## src/design/rcs_pkg.sv

```systemverilog
// rcs_pkg: constants, register map and types of the reset-cause sequencer
// assumes a 100 MHz core clock and 8-bit registers on a 32-bit register bus
package rcs_pkg;
	localparam int unsigned CLK_PERIOD_NS = 10;
	localparam int unsigned OSC_STARTUP_TICKS = 1024;
	localparam int unsigned ADDR_W = 8;
	localparam int unsigned PC_W = 13;

	localparam logic [7:0] ADDR_PWR_STAT = 8'h00;
	localparam logic [7:0] ADDR_STATUS = 8'h04;
	localparam logic [7:0] ADDR_CFG = 8'h08;
	localparam logic [7:0] ADDR_OPTION = 8'h0c;
	localparam logic [7:0] ADDR_DIR_A = 8'h10;
	localparam logic [7:0] ADDR_DIR_B = 8'h14;
	localparam logic [7:0] ADDR_IRQ = 8'h18;
	localparam logic [7:0] ADDR_PORTB = 8'h1c;
	localparam logic [7:0] ADDR_PERIOD = 8'h20;
	localparam logic [7:0] ADDR_WORK = 8'h24;
	localparam logic [7:0] ADDR_SEQ = 8'h28;

	localparam int unsigned PWR_OSC_BIT = 3;
	localparam int unsigned PWR_POR_BIT = 1;
	localparam int unsigned PWR_BRN_BIT = 0;
	localparam int unsigned STATUS_TMO_BIT = 4;
	localparam int unsigned STATUS_DOWN_BIT = 3;
	localparam int unsigned IRQ_GIE_BIT = 7;

	localparam logic [7:0] PWR_POR_VAL = 8'h09;
	localparam logic [7:0] PWR_WMASK = 8'h0b;
	localparam logic [7:0] PWR_BRN_CLR = 8'hfe;
	localparam logic [7:0] PWR_OSC_SET = 8'h08;
	localparam logic [7:0] STATUS_POR_VAL = 8'h18;
	localparam logic [7:0] STATUS_WMASK = 8'he7;
	localparam logic [7:0] ST_KEEP_LO = 8'h07;
	localparam logic [7:0] ST_KEEP_NO_TOP = 8'h1f;
	localparam logic [7:0] ST_KEEP_HI_LO = 8'he7;
	localparam logic [7:0] ST_TMO_DOWN = 8'h18;
	localparam logic [7:0] ST_TMO = 8'h10;
	localparam logic [7:0] ST_DOWN = 8'h08;
	localparam logic [7:0] FILL_ONES = 8'hff;
	localparam logic [7:0] IRQ_KEEP = 8'h01;
	localparam logic [7:0] PORTB_KEEP = 8'hfc;
	localparam logic [7:0] ZERO8 = 8'h00;
	localparam logic [7:0] CFG_RST = 8'h12;

	localparam logic [PC_W-1:0] PC_RESET = 13'h0000;
	localparam logic [PC_W-1:0] PC_IRQ_VECTOR = 13'h0004;
	localparam logic [PC_W-1:0] PC_STEP = 13'h0001;

	localparam logic [1:0] RESP_OKAY = 2'h0;
	localparam logic [1:0] RESP_SLVERR = 2'h2;

	typedef enum logic [2:0] {
		OSC_LOWPWR_XTAL, OSC_XTAL, OSC_FAST_XTAL, OSC_EXT_CLK, OSC_EXT_RES, OSC_INT_RC
	} rcs_osc_mode_t;

	typedef struct packed {
		logic [2:0] spare;
		logic bo_en;
		rcs_osc_mode_t mode;
		logic delay_en_n;
	} rcs_cfg_t;

	typedef enum logic [2:0] {
		ST_POR, ST_RUN, ST_SLEEP, ST_HOLD, ST_PUP_DELAY, ST_OSC_START
	} rcs_state_t;
endpackage

```

## src/design/rcs_delay_counter.sv

```systemverilog
// rcs_delay_counter: loadable down counter that ends a reset delay
// assumes start_i only while idle, as abort_i wins over start_i; tick_i is a same-clock enable
`timescale 1ns/100ps
`default_nettype none
module rcs_delay_counter #(
	parameter int unsigned CNT_W = 32
) (
	input wire logic clk_i,
	input wire logic rst_n_i,
	input wire logic start_i,
	input wire logic abort_i,
	input wire logic tick_i,
	input wire logic [CNT_W-1:0] len_i,
	output logic busy_o,
	output logic done_o
);
	logic [CNT_W-1:0] cnt_q;
	logic busy_q;
	wire last_w = (cnt_q == CNT_W'(1));

	assign done_o = busy_q & tick_i & last_w & ~abort_i;
	assign busy_o = busy_q;

	always_ff @(posedge clk_i or negedge rst_n_i) begin
		if (!rst_n_i) begin
			cnt_q <= '0;
			busy_q <= 1'b0;
		end else if (abort_i) begin
			busy_q <= 1'b0;
		end else if (start_i) begin
			cnt_q <= len_i;
			busy_q <= 1'b1;
		end else if (busy_q && tick_i) begin
			cnt_q <= cnt_q - CNT_W'(1);
			busy_q <= ~last_w;
		end
	end
endmodule // rcs_delay_counter
`default_nettype wire

```

## src/design/rcs_reset_ctrl.sv

```systemverilog
// rcs_reset_ctrl: reset-cause flags, start-up delays and register init
// assumes rst_n_i is the power-on pulse; pin and detector inputs are async
`timescale 1ns/100ps
`default_nettype none
module rcs_reset_ctrl
	import rcs_pkg::*;
#(
	parameter int unsigned POWERUP_DELAY_NS = 1000000,
	parameter int unsigned POWERUP_CYCLES = (POWERUP_DELAY_NS + CLK_PERIOD_NS - 1) / CLK_PERIOD_NS
) (
	input wire logic clk_i,
	input wire logic rst_n_i,
	input wire logic [ADDR_W-1:0] s_axi_awaddr_i,
	input wire logic s_axi_awvalid_i,
	output logic s_axi_awready_o,
	input wire logic [31:0] s_axi_wdata_i,
	input wire logic [3:0] s_axi_wstrb_i,
	input wire logic s_axi_wvalid_i,
	output logic s_axi_wready_o,
	output logic [1:0] s_axi_bresp_o,
	output logic s_axi_bvalid_o,
	input wire logic s_axi_bready_i,
	input wire logic [ADDR_W-1:0] s_axi_araddr_i,
	input wire logic s_axi_arvalid_i,
	output logic s_axi_arready_o,
	output logic [31:0] s_axi_rdata_o,
	output logic [1:0] s_axi_rresp_o,
	output logic s_axi_rvalid_o,
	input wire logic s_axi_rready_i,
	input wire logic external_reset_pin_n_i,
	input wire logic brownout_detect_i,
	input wire logic watchdog_timeout_i,
	input wire logic sleep_enter_i,
	input wire logic irq_wake_i,
	input wire logic osc_tick_i,
	input wire logic [PC_W-1:0] pc_i,
	output logic core_reset_o,
	output logic wake_hold_o,
	output logic pc_load_o,
	output logic [PC_W-1:0] pc_value_o,
	output logic osc_speed_select_o,
	output logic [7:0] option_o,
	output logic [7:0] port_a_direction_o,
	output logic [7:0] port_b_direction_o,
	output logic [7:0] irq_control_o,
	output logic [7:0] port_b_out_o,
	output logic [7:0] timer_period_o
);
	// async pin and detector: three stages, change taken when last two agree
	logic [1:0] s1_q, s2_q, s3_q, filt_q;
	always_ff @(posedge clk_i or negedge rst_n_i) begin
		if (!rst_n_i) begin
			s1_q <= 2'b01;
			s2_q <= 2'b01;
			s3_q <= 2'b01;
			filt_q <= 2'b01;
		end else begin
			s1_q <= {brownout_detect_i, external_reset_pin_n_i};
			s2_q <= s1_q;
			s3_q <= s2_q;
			filt_q <= (s2_q & ~(s2_q ^ s3_q)) | (filt_q & (s2_q ^ s3_q));
		end
	end

	rcs_state_t state_q, state_d;
	rcs_cfg_t cfg_q;
	logic [7:0] pwrst_q, status_q, option_q, dir_a_q, dir_b_q, irq_q, portb_q, period_q, work_q;
	logic asleep_q, waking_q, pwr_type_q, core_reset_q, wake_hold_q, pc_load_q;
	logic [PC_W-1:0] pc_target_q;
	logic pud_done, osc_done;

	wire live = (state_q != ST_POR);
	wire in_run = (state_q == ST_RUN);
	wire in_sleep = (state_q == ST_SLEEP);
	wire bo_evt = filt_q[1] & cfg_q.bo_en & live;
	wire pin_evt = ~filt_q[0] & live;
	wire hold_evt = bo_evt | pin_evt;
	wire wdog_rst = watchdog_timeout_i & in_run & ~hold_evt;
	wire wdog_wake = watchdog_timeout_i & in_sleep & ~hold_evt;
	wire irq_wake = irq_wake_i & in_sleep & ~hold_evt & ~watchdog_timeout_i;
	wire sleep_go = sleep_enter_i & in_run & ~hold_evt & ~watchdog_timeout_i;
	wire ctrl_rst = hold_evt | wdog_rst;
	wire wake_evt = wdog_wake | irq_wake;
	wire xtal = (cfg_q.mode == OSC_LOWPWR_XTAL) | (cfg_q.mode == OSC_XTAL) |
		(cfg_q.mode == OSC_FAST_XTAL);
	wire irq_glob_en = irq_q[IRQ_GIE_BIT];

	// status next value per cause, hardware wins over a software write
	wire [7:0] st_bo = (status_q & ST_KEEP_LO) | ST_TMO_DOWN;
	wire [7:0] st_pin = asleep_q ? ((status_q & ST_KEEP_LO) | ST_TMO) : (status_q & ST_KEEP_NO_TOP);
	wire [7:0] st_wdog = (status_q & ST_KEEP_LO) | ST_DOWN;
	wire [7:0] st_wwk = status_q & ST_KEEP_HI_LO;
	wire [7:0] st_iwk = (status_q & ST_KEEP_HI_LO) | ST_TMO;
	wire [7:0] st_hw = bo_evt ? st_bo : pin_evt ? st_pin : wdog_rst ? st_wdog :
		wdog_wake ? st_wwk : st_iwk;
	wire st_hw_en = ctrl_rst | wake_evt | sleep_go;
	wire [PC_W-1:0] pc_wake = (irq_wake & irq_glob_en) ? PC_IRQ_VECTOR : (pc_i + PC_STEP);

	// sequencer: which delays follow which cause
	always_comb begin
		state_d = state_q;
		unique case (state_q)
			ST_POR:
				if (!cfg_q.delay_en_n) state_d = ST_PUP_DELAY;
				else if (xtal) state_d = ST_OSC_START;
				else state_d = ST_RUN;
			ST_RUN:
				if (wdog_rst) state_d = ST_HOLD;
				else if (sleep_go) state_d = ST_SLEEP;
			ST_SLEEP:
				if (wake_evt) state_d = xtal ? ST_OSC_START : ST_RUN;
			ST_HOLD:
				if (!hold_evt) state_d = pwr_type_q ? ST_PUP_DELAY : ST_RUN;
			ST_PUP_DELAY:
				if (pud_done) state_d = xtal ? ST_OSC_START : ST_RUN;
			ST_OSC_START:
				if (osc_done) state_d = ST_RUN;
		endcase
		if (hold_evt) state_d = ST_HOLD;
	end

	wire pud_start = (state_d == ST_PUP_DELAY) & (state_q != ST_PUP_DELAY);
	wire osc_start = (state_d == ST_OSC_START) & (state_q != ST_OSC_START);
	wire waking_d = (waking_q | wake_evt) & ~hold_evt & (state_d != ST_RUN);
	wire reset_d = (state_d != ST_RUN) & (state_d != ST_SLEEP) & ~waking_d;

	rcs_delay_counter #(.CNT_W(32)) u_powerup_delay_timer (
		.clk_i(clk_i), .rst_n_i(rst_n_i), .start_i(pud_start), .abort_i(hold_evt),
		.tick_i(1'b1), .len_i(32'(POWERUP_CYCLES)), .busy_o(), .done_o(pud_done)
	);
	// ticks come from the oscillator input, so a stopped crystal stays in reset or, after a wake, in wake hold
	rcs_delay_counter #(.CNT_W(11)) u_osc_startup_counter (
		.clk_i(clk_i), .rst_n_i(rst_n_i), .start_i(osc_start), .abort_i(hold_evt),
		.tick_i(osc_tick_i), .len_i(11'(OSC_STARTUP_TICKS)), .busy_o(), .done_o(osc_done)
	);

	always_ff @(posedge clk_i or negedge rst_n_i) begin
		if (!rst_n_i) begin
			state_q <= ST_POR;
			asleep_q <= 1'b0;
			waking_q <= 1'b0;
			pwr_type_q <= 1'b0;
			core_reset_q <= 1'b1;
			wake_hold_q <= 1'b0;
			pc_load_q <= 1'b0;
			pc_target_q <= PC_RESET;
		end else begin
			state_q <= state_d;
			asleep_q <= (asleep_q | sleep_go) & ~wake_evt & ~((state_q == ST_HOLD) & ~hold_evt);
			waking_q <= waking_d;
			pwr_type_q <= (pwr_type_q | bo_evt) & ~((state_q == ST_HOLD) & ~hold_evt);
			core_reset_q <= reset_d;
			wake_hold_q <= waking_d;
			pc_load_q <= (state_d == ST_RUN) & (state_q != ST_RUN);
			if (ctrl_rst) pc_target_q <= PC_RESET;
			else if (wake_evt) pc_target_q <= pc_wake;
		end
	end

	// register bus: write address and data taken together, one answer pending
	logic bvalid_q, rvalid_q;
	logic [1:0] bresp_q, rresp_q;
	logic [7:0] rdata_q;
	wire wr_fire = s_axi_awvalid_i & s_axi_wvalid_i & ~bvalid_q;
	wire rd_fire = s_axi_arvalid_i & ~rvalid_q;
	wire [7:0] wd = s_axi_wdata_i[7:0];
	wire wr_en = wr_fire & s_axi_wstrb_i[0];
	wire w_pwrst = wr_en & (s_axi_awaddr_i == ADDR_PWR_STAT);
	wire w_status = wr_en & (s_axi_awaddr_i == ADDR_STATUS);
	wire w_cfg = wr_en & (s_axi_awaddr_i == ADDR_CFG);
	wire w_option = wr_en & (s_axi_awaddr_i == ADDR_OPTION);
	wire w_dir_a = wr_en & (s_axi_awaddr_i == ADDR_DIR_A);
	wire w_dir_b = wr_en & (s_axi_awaddr_i == ADDR_DIR_B);
	wire w_irq = wr_en & (s_axi_awaddr_i == ADDR_IRQ);
	wire w_portb = wr_en & (s_axi_awaddr_i == ADDR_PORTB);
	wire w_period = wr_en & (s_axi_awaddr_i == ADDR_PERIOD);
	wire w_work = wr_en & (s_axi_awaddr_i == ADDR_WORK);
	wire aw_map = (s_axi_awaddr_i <= ADDR_SEQ) & (s_axi_awaddr_i[1:0] == 2'b00);
	wire ar_map = (s_axi_araddr_i <= ADDR_SEQ) & (s_axi_araddr_i[1:0] == 2'b00);
	wire [7:0] seq_view = {asleep_q, waking_q, core_reset_q, pwr_type_q, 1'b0, state_q};
	wire [7:0] rd_mux =
		(s_axi_araddr_i == ADDR_PWR_STAT) ? pwrst_q : (s_axi_araddr_i == ADDR_STATUS) ? status_q :
		(s_axi_araddr_i == ADDR_CFG) ? cfg_q : (s_axi_araddr_i == ADDR_OPTION) ? option_q :
		(s_axi_araddr_i == ADDR_DIR_A) ? dir_a_q : (s_axi_araddr_i == ADDR_DIR_B) ? dir_b_q :
		(s_axi_araddr_i == ADDR_IRQ) ? irq_q : (s_axi_araddr_i == ADDR_PORTB) ? portb_q :
		(s_axi_araddr_i == ADDR_PERIOD) ? period_q : (s_axi_araddr_i == ADDR_WORK) ? work_q :
		(s_axi_araddr_i == ADDR_SEQ) ? seq_view : ZERO8;

	always_ff @(posedge clk_i or negedge rst_n_i) begin
		if (!rst_n_i) begin
			bvalid_q <= 1'b0;
			bresp_q <= RESP_OKAY;
			rvalid_q <= 1'b0;
			rresp_q <= RESP_OKAY;
			rdata_q <= ZERO8;
		end else begin
			if (wr_fire) bvalid_q <= 1'b1;
			else if (s_axi_bready_i) bvalid_q <= 1'b0;
			if (wr_fire) bresp_q <= aw_map ? RESP_OKAY : RESP_SLVERR;
			if (rd_fire) rvalid_q <= 1'b1;
			else if (s_axi_rready_i) rvalid_q <= 1'b0;
			if (rd_fire) rresp_q <= ar_map ? RESP_OKAY : RESP_SLVERR;
			if (rd_fire) rdata_q <= rd_mux;
		end
	end

	// cause flags and control registers; power-on is the async reset itself
	always_ff @(posedge clk_i or negedge rst_n_i) begin
		if (!rst_n_i) begin
			pwrst_q <= PWR_POR_VAL;
			status_q <= STATUS_POR_VAL;
			cfg_q <= CFG_RST;
		end else begin
			if (bo_evt) pwrst_q <= (pwrst_q & PWR_BRN_CLR) | PWR_OSC_SET;
			else if (ctrl_rst) pwrst_q <= pwrst_q | PWR_OSC_SET;
			else if (w_pwrst) pwrst_q <= wd & PWR_WMASK;
			if (st_hw_en) status_q <= st_hw;
			else if (w_status) status_q <= (wd & STATUS_WMASK) | (status_q & ~STATUS_WMASK);
			if (w_cfg) cfg_q <= wd;
		end
	end

	// data-holding work register survives every reset but power-on
	always_ff @(posedge clk_i or negedge rst_n_i) begin
		if (!rst_n_i) begin
			option_q <= FILL_ONES;
			dir_a_q <= FILL_ONES;
			dir_b_q <= FILL_ONES;
			irq_q <= ZERO8;
			portb_q <= ZERO8;
			period_q <= FILL_ONES;
			work_q <= ZERO8;
		end else begin
			option_q <= ctrl_rst ? FILL_ONES : w_option ? wd : option_q;
			dir_a_q <= ctrl_rst ? FILL_ONES : w_dir_a ? wd : dir_a_q;
			dir_b_q <= ctrl_rst ? FILL_ONES : w_dir_b ? wd : dir_b_q;
			irq_q <= ctrl_rst ? (irq_q & IRQ_KEEP) : w_irq ? wd : irq_q;
			portb_q <= (ctrl_rst | wake_evt) ? (portb_q & PORTB_KEEP) : w_portb ? wd : portb_q;
			period_q <= (ctrl_rst | wake_evt) ? FILL_ONES : w_period ? wd : period_q;
			if (w_work && !ctrl_rst) work_q <= wd;
		end
	end

	assign s_axi_awready_o = wr_fire;
	assign s_axi_wready_o = wr_fire;
	assign s_axi_bvalid_o = bvalid_q;
	assign s_axi_bresp_o = bresp_q;
	assign s_axi_arready_o = ~rvalid_q;
	assign s_axi_rvalid_o = rvalid_q;
	assign s_axi_rresp_o = rresp_q;
	assign s_axi_rdata_o = {24'h000000, rdata_q};
	assign core_reset_o = core_reset_q;
	assign wake_hold_o = wake_hold_q;
	assign pc_load_o = pc_load_q;
	assign pc_value_o = pc_target_q;
	assign osc_speed_select_o = pwrst_q[PWR_OSC_BIT];
	assign option_o = option_q;
	assign port_a_direction_o = dir_a_q;
	assign port_b_direction_o = dir_b_q;
	assign irq_control_o = irq_q;
	assign port_b_out_o = portb_q;
	assign timer_period_o = period_q;
endmodule // rcs_reset_ctrl
`default_nettype wire

```

## config.mk

```make
export PLATFORM = sky130hd
export DESIGN_NAME = rcs_reset_ctrl
export DESIGN_NICKNAME = d
export VERILOG_FILES = /design/src/design/rcs_pkg.sv /design/src/design/rcs_delay_counter.sv /design/src/design/rcs_reset_ctrl.sv
export SDC_FILE = /design/constraint.sdc
export NUM_CORES = 1
export LEC_CHECK = 0
export ABC_AREA = 1
export BUFFER_PORTS_ARGS = -buffer_cell sky130_fd_sc_hd__buf_2
export CAP_MARGIN = 20
export CORE_MARGIN = 5
export CORE_UTILIZATION = 50
export CTS_CLUSTER_DIAMETER = 80
export DETAILED_ROUTE_END_ITERATION = 8
export GPL_TIMING_DRIVEN = 0
export PLACE_DENSITY = 0.81
export REMOVE_ABC_BUFFERS = 1
export SYNTH_ARGS = -nofsm -noshare
export SYNTH_HDL_FRONTEND = slang
export SYNTH_SLANG_ARGS = --single-unit
export TNS_END_PERCENT = 20
```

## constraint.sdc

```tcl
create_clock -name clk_i -period 2 [get_ports clk_i]
set_input_delay 0.2 -clock clk_i [delete_from_list [all_inputs] [get_ports clk_i]]
set_output_delay 0.2 -clock clk_i [all_outputs]
set_load 0.02 [all_outputs]
```

# Yosys cells after proc, flatten, opt, wreduce, memory -nomap -nowiden
# Index checks and enable logic that the tools add are counted.
# totals
reg_bits	163
latch_bits	0
ram_bits	0
rom_bits	0
in_bits	78
output_inout_bits	106
word_cells	255
memories	0
# op_classes
add_sub_neg	3
multipliers	0
n_div	0
n_lt_le_gt_ge	2
n_eq_ne	39
n_shift	0
mux	62
bitwise	76
n_reduce_logical	34
# ops
cell	n
$mux 8	28
$eq 8x5->1 const B	8
$mux 32	2
$and 1x1->1	46
$eq 8x6->1 const B	5
$mux 13	3
$eq 32x1->1 const B	1
$eq 8x4->1 const B	4
$sub 32x1->32 const B	1
$mux 3	9
$reduce_bool 2->1	13
$mux 11	2
$pmux 3 s6	1
$eq 8x3->1 const B	2
$le 8x6->1 const B	2
$logic_not 8->1	2
$reduce_and 2->1	8
$not 1->1	14
$add 13x1->13 const B	1
$eq 3x3->1 const B	4
$mux 4	3
$eq 11x1->1 const B	1
$sub 11x1->11 const B	1
$mux 1	10
21 further kinds	45

# Logic depth before layout (Yosys ltp)
# Gate-level depths: netlist of the first run.
# logic_depth
ltp_word	14
depth_mapped	15
depth_no_buf	14

# By module
# A second synthesis of the first run with hierarchy kept.
# unflattened
cells_unflattened	1298
area_unflattened_um2	9487.8
# modules_own_cells
module	instances	cells_per_inst	area_each_um2	seq_area_each_um2
rcs_reset_ctrl	1	728	5984.5	2956.6
rcs_delay_counter (u_powerup_delay_timer)	1	438	2555.0	825.8
rcs_delay_counter (u_osc_startup_counter)	1	132	948.4	300.3

# Least setup slack after synthesis of the first run
# Ideal clock, no wire load.
# synth_timing
kind	reg2reg
from	register with a tool-made name
to	register u_powerup_delay_timer.cnt_q[15]
arrival_ns	1.817
required_time_ns	1.879
path_slack_ns	0.062
path_stages_with_launch	12
path_buffers	2
synth_period_minus_slack_ns	1.938
cell_sequence	dfstp_2 inv_2 o21ai_4 o211ai_4 nand2_1 nand3_1 nor2_2 nand3_2 buf_4 buf_6 nand3_1 nand2_1
# synth_lines
element	line_no	text
to (signal assigned)	rcs_delay_counter.sv:31	cnt_q <= len_i;
to (signal assigned)	rcs_delay_counter.sv:34	cnt_q <= cnt_q - CNT_W'(1);
to (decl)	rcs_delay_counter.sv:17	logic [CNT_W-1:0] cnt_q;

# Worst setup path after layout of the first run
# layout_timing
from	register cfg_q[4] (netlist name)
to	register u_powerup_delay_timer.cnt_q[16]
# layout_between
elab_chain_cells	14
elab_cells_between_ends	25
# layout_rtl
element	line_no	text
from (decl)	rcs_reset_ctrl.sv:66	rcs_cfg_t cfg_q;
from (signal assigned)	rcs_reset_ctrl.sv:219	if (w_cfg) cfg_q <= wd;
$and 1x1->1 * (2 in series)	rcs_reset_ctrl.sv:75	wire bo_evt = filt_q[1] & cfg_q.bo_en & live;
$or 1x1->1 *	rcs_reset_ctrl.sv:77	wire hold_evt = bo_evt | pin_evt;
$not 1->1 (no source line)	-	
$and 1x1->1 (on tied branches) (2 in series)	rcs_reset_ctrl.sv:80, rcs_reset_ctrl.sv:81	
$or 1x1->1 or $mux 3 (tied branches)	rcs_reset_ctrl.sv:83, rcs_reset_ctrl.sv:109	
$mux 3 (on tied branches)	rcs_reset_ctrl.sv:111, rcs_reset_ctrl.sv:108	
$pmux 3 s6	rcs_reset_ctrl.sv:102	unique case (state_q)
$mux 3	rcs_reset_ctrl.sv:119	if (hold_evt) state_d = ST_HOLD;
$eq 3x3->1	rcs_reset_ctrl.sv:122	wire pud_start = (state_d == ST_PUP_DELAY) & (state_q != ST_PUP_DELAY);
$and 1x1->1	rcs_reset_ctrl.sv:122	
$reduce_bool 2->1 (no source line)	-	
$reduce_and 2->1 (no source line)	-	
# Mark *: on every way between the ends. The rest lies on a longest branch, timed or not.
# A chain may end at the register's enable or synchronous reset.

==> flow_summary_export.csv, run 1 <==
group,metric,value,unit
drt,drc_errors,0,
worst_setup_path,rr_worst_depth,16,
timing,max_freq,0.434,GHz
clock_tree,htreeDepth,4,
power,p_comb_share,41.7,%
final_layout,regArea,0.00408,mm2
yosys,synth_area,0.00875,mm2
clock_tree,path_clk_slew,0.07,ns
worst_setup_path,cp.required,2.36,ns
drt,vias_per_cell,5.62,
yosys,synth_top_family_by_area,"simple AND/OR/NAND/NOR gates",
drt,drtAntennaViolNets,0,
worst_setup_path,regToRegSetupSlack,-0.31,ns
yosys,synth_top_area_share,33.8,%
worst_setup_path,worst_ep_arrival_time,2.66,ns
final_layout,drive_gt1_share,25.0,%
final_layout,num-nets-final,1385,
clock_tree,cts_buffers,17,
worst_setup_path,cpMaxStageDelayCell,"dfstp_2",
place,dpl_worst_slack,-1.84,ns
timing,tightest_slew,0.690,ns
worst_setup_path,crit_fanout,7,
die,core,0.0172,mm2
power,p_leak,5.42,nW
min_path,holdCritPathClass,"in -> reg",
grt,grt_max_degree,102,
grt,grt-ovfl-total,0,
yosys,synth_cell_types,49,
drt,drt_pass1_iterations,6,
timing,finClkSkew,0.00937,ns
power,switchingPower,6.12,mW
place,io_buffers,130,
power,pwr-share-seq,34.7,%
clock_tree,clkSinkCount,161,
timing,finalHoldViolations,0,
final_layout,final_core_util,63.4,%
grt,grt_pass1_vias,8369,
drt,via_count,8653,
status,violations,"negative setup slack",
timing,tns,-14.95,ns
worst_setup_path,crit_chain,"nand2_2, inv_2, o21ai_4, buf_6, buf_6, nand2_4, nand2_4, nor2_4, nand3_2, nor2_4, nand3_4, buf_12, buf_6, nand2_1, nand2_1, o21ai_1",
power,clkPwrFrac,23.6,%
worst_setup_path,worst-path-buf-inv,5,
yosys,yosysWarnings,0,
drt,wl_per_cell,17.5,um
power,power_density,1310,mW/mm2
yosys,syn_inst,1123,
job,maxCapViolations,0,
min_path,min_path_cells,3,
die,dieArea,0.0202,mm2
yosys,synth-edff-count,0,
power,peakVddDrop,0.000823,V
yosys,seq_area_frac_synth,46.7,%
worst_setup_path,worst_setup_path_end_kind,"flip-flop",
die,die_h,142,um
timing,fin_crit,2.31,ns
timing,setup_ws,-0.307,ns
place,place_hpwl,17.2,mm
yosys,synth_fa_ha_area_share,0.944,%
clock_tree,clockBufferDepth,2,
timing,fin_crit_sh,115,%
worst_setup_path,cp-start-kind,"flip-flop",
yosys,synth_xor_area_share,4.41,%
timing,slew_headroom,53.9,%
place,gp_congestion,0.946,
timing,maxSlewViolCount,0,
worst_setup_path,worstSetupPathType,"reg -> reg",
die,start_util,50.8,%
timing,finalSetupViolCount,79,
yosys,synth_top_cell_by_area,"dfrtp_1",
worst_setup_path,cpPeakStageDelay,0.58,ns
yosys,avgSynthCellArea,7.79,um2
worst_setup_path,r2r_start,"cfg_q[4]",
yosys,synthTopCellsByArea,"dfrtp_1 34%, dfstp_2 13%, nand2_1 11%",
die,rows,48,
drt,drt_wl_total,27.0,mm
drt,drt_first_iter_violations,819,
final_layout,syn_to_final_growth,24.9,%
grt,antenna_found_initial,0,
timing,rsz0062_at_grt,"yes",
final_layout,multiInputGateArea,0.00438,mm2
clock_tree,clock_tree.root_cell,"clkbuf_16",
status,status,"complete, but fails checks",
worst_setup_path,r2r_end,"u_powerup_delay_timer.cnt_q[16]",
clock_tree,cts_tree,"yes",
yosys,yosys.area_share.simple,29.5,%
power,p_int,8.22,mW
die,die_x,142,um
worst_setup_path,path_common_cell,"buf_6",
die,num_io_pins,184,
worst_setup_path,crit_family,"simple AND/OR/NAND/NOR gates",
min_path,holdCritStartpoint,"s_axi_wdata_i[3]",
power,netSwitchingFraction,42.7,%
min_path,whs_endpoint,"pwrst_q[3]",
grt,globalRouteTotalUtil,26.8,%
clock_tree,clk_latency,0.43,ns
yosys,synth_compound_area_share,9.90,%
final_layout,num-fill-cells,1390,
yosys,synthMuxAreaShare,0,%
yosys,yosys_register_bits,161,
yosys,async_flop_share,100,%
grt,grt_pass1_wl,43.1,mm
yosys,ys.flop_type,"dfrtp_1",
-- layout make-up --
type	instances	share of cell area, %
multi-input combinational	836	40.0
sequential	161	37.4
timing repair buffer	178	10.3
clock buffer	20	4.28
inverter	105	3.88
tap	225	2.58
clock inverter	12	1.33
timing repair inverter	3	0.240
antenna	1	0.0229
-- cells by family (layout without fill, tap and decap cells) --
group,Yosys count,in the layout
AND/OR/NAND/NOR,596,604
flip-flops,161,161
buffers and inverters,160,318
AO/OA/AOI/OAI,154,155
XOR/XNOR,44,44
adder cells (fa/ha/maj),7,7
other,1,27
-- layer usage --
metal | GRT usage [%] | share of wire, % | vias to the layer above
li1 | - | - | 4026
met1 | 32.5 | 37 | 4014
met2 | 43.4 | 47 | 515
met3 | 8.17 | 11 | 98
met4 | 13.0 | 4.5 | 0
met5 | 0 | 0 | -
-- sequential cells by signal, indices dropped and copies added (netlist names), 3 cells and up, named ones only --
register,cells
option_o,8
cfg_q,8
rdata_q,8
state_q,3
timer_period_o,8
port_b_out_o,8
status_q,8
work_q,8
port_b_direction_o,8
pwrst_q,3
irq_control_o,8
port_a_direction_o,8
pc_value_o,13
u_osc_startup_counter.cnt_q,11
u_powerup_delay_timer.cnt_q,32
-- layout by cell type (no fill, tap or decap), types with 4 or more instances in the layout --
cell | netlist | layout
nand4_1 | 30 | 30
nor2_2 | 3 | 15
nand3_2 | 2 | 11
buf_2 | 9 | 129
inv_1 | 96 | 95
inv_2 | 8 | 5
xnor2_1 | 4 | 4
nor3_1 | 19 | 17
nand3_1 | 91 | 80
dfstp_2 | 43 | 43
buf_4 | 33 | 33
inv_6 | 0 | 6
conb_1 | 1 | 26
dlygate4sd3_1 | 0 | 5
nor2_1 | 158 | 141
buf_12 | 0 | 4
nor4_1 | 9 | 8
nand2_4 | 2 | 5
clkinv_4 | 0 | 4
o21ai_1 | 12 | 11
nand2_1 | 264 | 257
nor2_4 | 1 | 6
o31ai_1 | 6 | 6
xor2_1 | 40 | 40
clkbuf_16 | 0 | 18
a21oi_1 | 58 | 58
nand3_4 | 0 | 8
o21ai_0 | 58 | 57
dfrtp_1 | 118 | 117
o211ai_1 | 7 | 7
nand2_2 | 5 | 8
ha_1 | 5 | 5
buf_6 | 2 | 5
-- how the worst max path moves through the flow --
stage | start | endpoint | depth (start not counted)
6_report | cfg_q[4] | u_powerup_delay_timer.cnt_q[16] | 16
2_1_floorplan | flip-flop | u_powerup_delay_timer.cnt_q[10] | 11
5_1_grt | cfg_q[4] | u_powerup_delay_timer.cnt_q[9] | 16
4_1_cts | cfg_q[4] | u_powerup_delay_timer.cnt_q[30] | 15
3_3_place_gp | flip-flop | u_powerup_delay_timer.cnt_q[0] | 10
3_5_place_dp | flip-flop | u_powerup_delay_timer.cnt_q[24] | 11
-- through the flow --
stage	area (um2)	hold slack [ns]	power, mW	instances
CTS	10800	0.00290	14.0	1535
detailed placement	9450	0.212	9.71	1449
global route	10900	0.0149	15.2	1540
floorplan	8490	-0.0956	8.30	1093
global placement	9420	0.310	9.55	1448
finish	10900	0.0161	14.3	1541
-- worst min-delay path, stage by stage --
cell	delay [ns]
buf_2	0.12
nand2_1	0.06
nand3_1	0.07
-- power by group through the flow --
stage                     Clock, mW  Combinational, mW  Sequential [mW]
after floorplan                   0               3.15             5.15
after global placement            0               4.63             4.92
after detailed placement          0               4.77             4.94
after CTS                      3.42               5.69             4.92
after global routing           3.60               6.55             5.08
final                          3.38               5.98             4.98
-- cells in the mapped netlist, types with 2 or more instances --
master,instances
nand2_1,264
nor2_1,158
dfrtp_1,118
inv_1,96
nand3_1,91
a21oi_1,58
o21ai_0,58
dfstp_2,43
xor2_1,40
buf_4,33
nand4_1,30
nor3_1,19
o21ai_1,12
clkbuf_1,10
buf_2,9
nor4_1,9
inv_2,8
o211ai_1,7
o31ai_1,6
ha_1,5
nand2_2,5
xnor2_1,4
nand3b_1,3
nor2_2,3
nor3b_1,3
or2_2,3
buf_6,2
maj3_1,2
nand2_4,2
nand3_2,2
o311ai_0,2
-- what timing repair did --
| item | in CTS | in global routing |
|---|---|---|
| resized for setup | 67 | 17 |
| pin swaps | 17 | 4 |
| hold endpoints to repair | 29 | 0 |
| setup endpoints to repair | 130 | 129 |
| hold buffers | 5 | 0 |
| gates cloned | 11 | 1 |
| buffers inserted | 38 | 4 |
No activity file was read; power rests on OpenSTA's default activity.
==> run 2, diff against run 1 <==
--- a/config.mk
+++ b/config.mk
@@ -9,11 +9,11 @@
 export BUFFER_PORTS_ARGS = -buffer_cell sky130_fd_sc_hd__buf_2
 export CAP_MARGIN = 20
 export CORE_MARGIN = 5
-export CORE_UTILIZATION = 50
+export CORE_UTILIZATION = 55
 export CTS_CLUSTER_DIAMETER = 80
 export DETAILED_ROUTE_END_ITERATION = 8
 export GPL_TIMING_DRIVEN = 0
-export PLACE_DENSITY = 0.81
+export PLACE_DENSITY = 0.84
 export REMOVE_ABC_BUFFERS = 1
 export SYNTH_ARGS = -nofsm -noshare
 export SYNTH_HDL_FRONTEND = slang
==> constraint.sdc (replaced) <==
create_clock -name clk_i -period 2.15 [get_ports clk_i]
set_input_delay 0.215 -clock clk_i [delete_from_list [all_inputs] [get_ports clk_i]]
set_output_delay 0.215 -clock clk_i [all_outputs]
set_load 0.02 [all_outputs]
==> run 2 against run 1 <==
Effect of this change:
- the run still ends with negative setup slack left
- register-to-register slack better by 0.07 ns
- sequential power decreased by 7.4%
- die area down 8.5%
- final cell count fell by 1.4%
- sequential share of layout area grew 0.49 points
- clock power decreased by 16%
- combinational power down 4.7%
- non-clock buffer count fell by 12
- fmax down 3.5%
- core utilization increased by 5.0 points
- largest power group unchanged
==> flow_summary_export.csv, run 2 (synthesized netlist as in run 1, its figures left out) <==
group,metric,value,unit
die,start_util,55.5,%
die,die_h,136,um
worst_setup_path,cp.required,2.48,ns
worst_setup_path,worstSetupPathDepth,15,
min_path,holdCritStartpoint,"pc_i[0]",
final_layout,multiInputGateArea,0.00437,mm2
worst_setup_path,crit_family,"simple AND/OR/NAND/NOR gates",
place,gp_congestion,0.939,
min_path,holdCritPathClass,"in -> reg",
power,p_int,7.38,mW
worst_setup_path,cpMaxStageDelayCell,"dfstp_2",
clock_tree,cts_tree,"yes",
grt,globalRouteTotalUtil,28.9,%
worst_setup_path,crit_fanout,5,
die,core,0.0158,mm2
drt,via_count,8736,
timing,fin_crit_sh,111,%
drt,wl_per_cell,17.7,um
power,netSwitchingFraction,43.9,%
worst_setup_path,worst-path-buf-inv,5,
place,dp.cells,1440,
clock_tree,clk_latency,0.44,ns
drt,drt_first_iter_violations,840,
final_layout,instances_no_fill,1519,
timing,tns,-8.45,ns
worst_setup_path,critPathLaunch,"cfg_q[4]",
worst_setup_path,cp-start-kind,"flip-flop",
final_layout,num-fill-cells,1253,
drt,drtAntennaViolNets,0,
final_layout,regArea,0.00408,mm2
clock_tree,clockBufferDepth,2,
grt,grt_pass1_vias,8279,
job,maxCapViolations,0,
final_layout,num-nets-final,1373,
status,violations,"negative setup slack",
place,io_buffers,130,
timing,slew_headroom,54.0,%
timing,maxSlewViolCount,0,
final_layout,antenna_cells,0,
final_layout,max_flop_register,"u_powerup_delay_timer.cnt_q",
timing,fin_crit,2.39,ns
final_layout,postLayoutCellArea,0.0108,mm2
die,rows,46,
worst_setup_path,regToRegSetupSlack,-0.24,ns
timing,finClkSkew,0.00959,ns
place,place_area,0.00944,mm2
power,p_comb_share,43.3,%
timing,finalSetupViolCount,49,
worst_setup_path,rr_worst_depth,15,
die,dieArea,0.0185,mm2
worst_setup_path,r2r_start,"cfg_q[4]",
grt,grt-ovfl-total,0,
power,p_leak,5.38,nW
timing,rsz0062_at_grt,"yes",
worst_setup_path,crit_chain,"nand2_2, inv_2, o21ai_4, buf_12, buf_6, nand2_4, nand2_4, nor2_4, nand3_2, nor2_4, nand3_4, buf_12, buf_6, nand3_1, o21ai_1",
worst_setup_path,crit_path_end,"u_powerup_delay_timer.cnt_q[30]",
timing,setup_ws,-0.240,ns
power,switchingPower,5.77,mW
grt,antenna_found_initial,0,
grt,grt_max_degree,88,
die,die_x,136,um
drt,drt_wl_total,27.0,mm
final_layout,syn_to_final_growth,23.3,%
worst_setup_path,r2r_end,"u_powerup_delay_timer.cnt_q[30]",
timing,tightest_slew,0.688,ns
worst_setup_path,worstSetupPathType,"reg -> reg",
drt,drc_errors,0,
die,num_io_pins,184,
place,place_hpwl,17.0,mm
worst_setup_path,worst_setup_path_end_kind,"flip-flop",
power,pwr-share-seq,35.0,%
clock_tree,htreeDepth,4,
clock_tree,path_clk_slew,0.07,ns
timing,max_freq,0.418,GHz
worst_setup_path,cpPeakStageDelay,0.57,ns
power,power_density,1220,mW/mm2
final_layout,final_cell_mix,"252 x nand2_1, 146 x nor2_1, 129 x buf_2, 117 x dfrtp_1, 94 x inv_1",
status,status,"complete, but fails checks",
timing,finalHoldViolations,0,
drt,drt_pass1_iterations,5,
final_layout,drive_gt1_share,24.3,%
worst_setup_path,worst_ep_arrival_time,2.72,ns
grt,grt_pass1_wl,42.2,mm
final_layout,final_common_cell,"nand2_1",
clock_tree,cts_buffers,17,
clock_tree,clkSinkCount,161,
power,peakVddDrop,0.00103,V
drt,vias_per_cell,5.75,
clock_tree,clock_tree.root_cell,"clkbuf_16",
power,clkPwrFrac,21.7,%
final_layout,largest_reg_flops,32,
==> run 2: cell count changes in the layout (fill, tap and decap cells not counted), moves of 3 or more <==
cell | previous run | this run
nand3_2 | 11 | 7
nand2_2 | 8 | 11
nand3_4 | 8 | 4
buf_4 | 33 | 17
nand2_1 | 257 | 252
nor2_2 | 15 | 10
nand2_4 | 5 | 9
clkinv_2 | 0 | 4
nor2_1 | 141 | 146
nand3_1 | 80 | 86
==> run 2: per-stage QoR <==
step	hold WS [ns]	setup WS (ns)	total power [mW]	util [%]
after floorplan	-0.0806	-0.711	7.72	-
after global placement	0.321	-1.58	8.87	59.6
after detailed placement	0.290	-1.61	9.02	59.9
after CTS	0.0125	-0.131	12.5	66.7
after global routing	0.0345	-0.313	13.9	68.4
final	0.0140	-0.240	13.2	68.4
==> run 2: power by group through the flow <==
stage | sequential, mW | clock (mW) | combinational [mW]
after floorplan | 4.79 | 0 | 2.93
after global placement | 4.56 | 0 | 4.32
after detailed placement | 4.58 | 0 | 4.43
after CTS | 4.56 | 2.85 | 5.12
after global routing | 4.68 | 3.01 | 6.21
final | 4.61 | 2.85 | 5.70
==> run 2: worst min path at each step <==
stage	end	slack, ns	cells past startpoint
CTS	pc_value_o[0]	0.01	2
finish	pc_value_o[0]	0.01	2
detailed placement	s_axi_bvalid_o	0.29	1
floorplan	asynchronous set/reset pin	-0.08	0
global route	pc_value_o[0]	0.03	2
global placement	s1_q[0]	0.32	1
==> run 2: cell type report <==
cell class                      count  share of cell area, %
Multi-Input combinational cell    837                   40.5
Sequential cell                   161                   37.9
Timing Repair Buffer              166                   9.92
Clock buffer                       19                   4.11
Inverter                          105                   3.98
Tap cell                          216                   2.50
Clock inverter                     13                  0.916
Timing Repair inverter              2                  0.186
==> run 2: repair_timing <==
item                                   4_1_cts  5_1_grt
resized for setup                           40       49
endpoints found under the hold margin       50        0
setup endpoints to repair                  129       78
buffers inserted                            25        5
hold buffers                                 5        0
pin swaps                                    9        9
cloned                                      11        2
==> run 2: per-layer routing <==
layer  global-route usage, %  share of wire [%]
met5                       0                  0
met4                    12.8                4.6
met3                    5.92                8.8
met2                    47.7                 48
met1                    36.9                 38
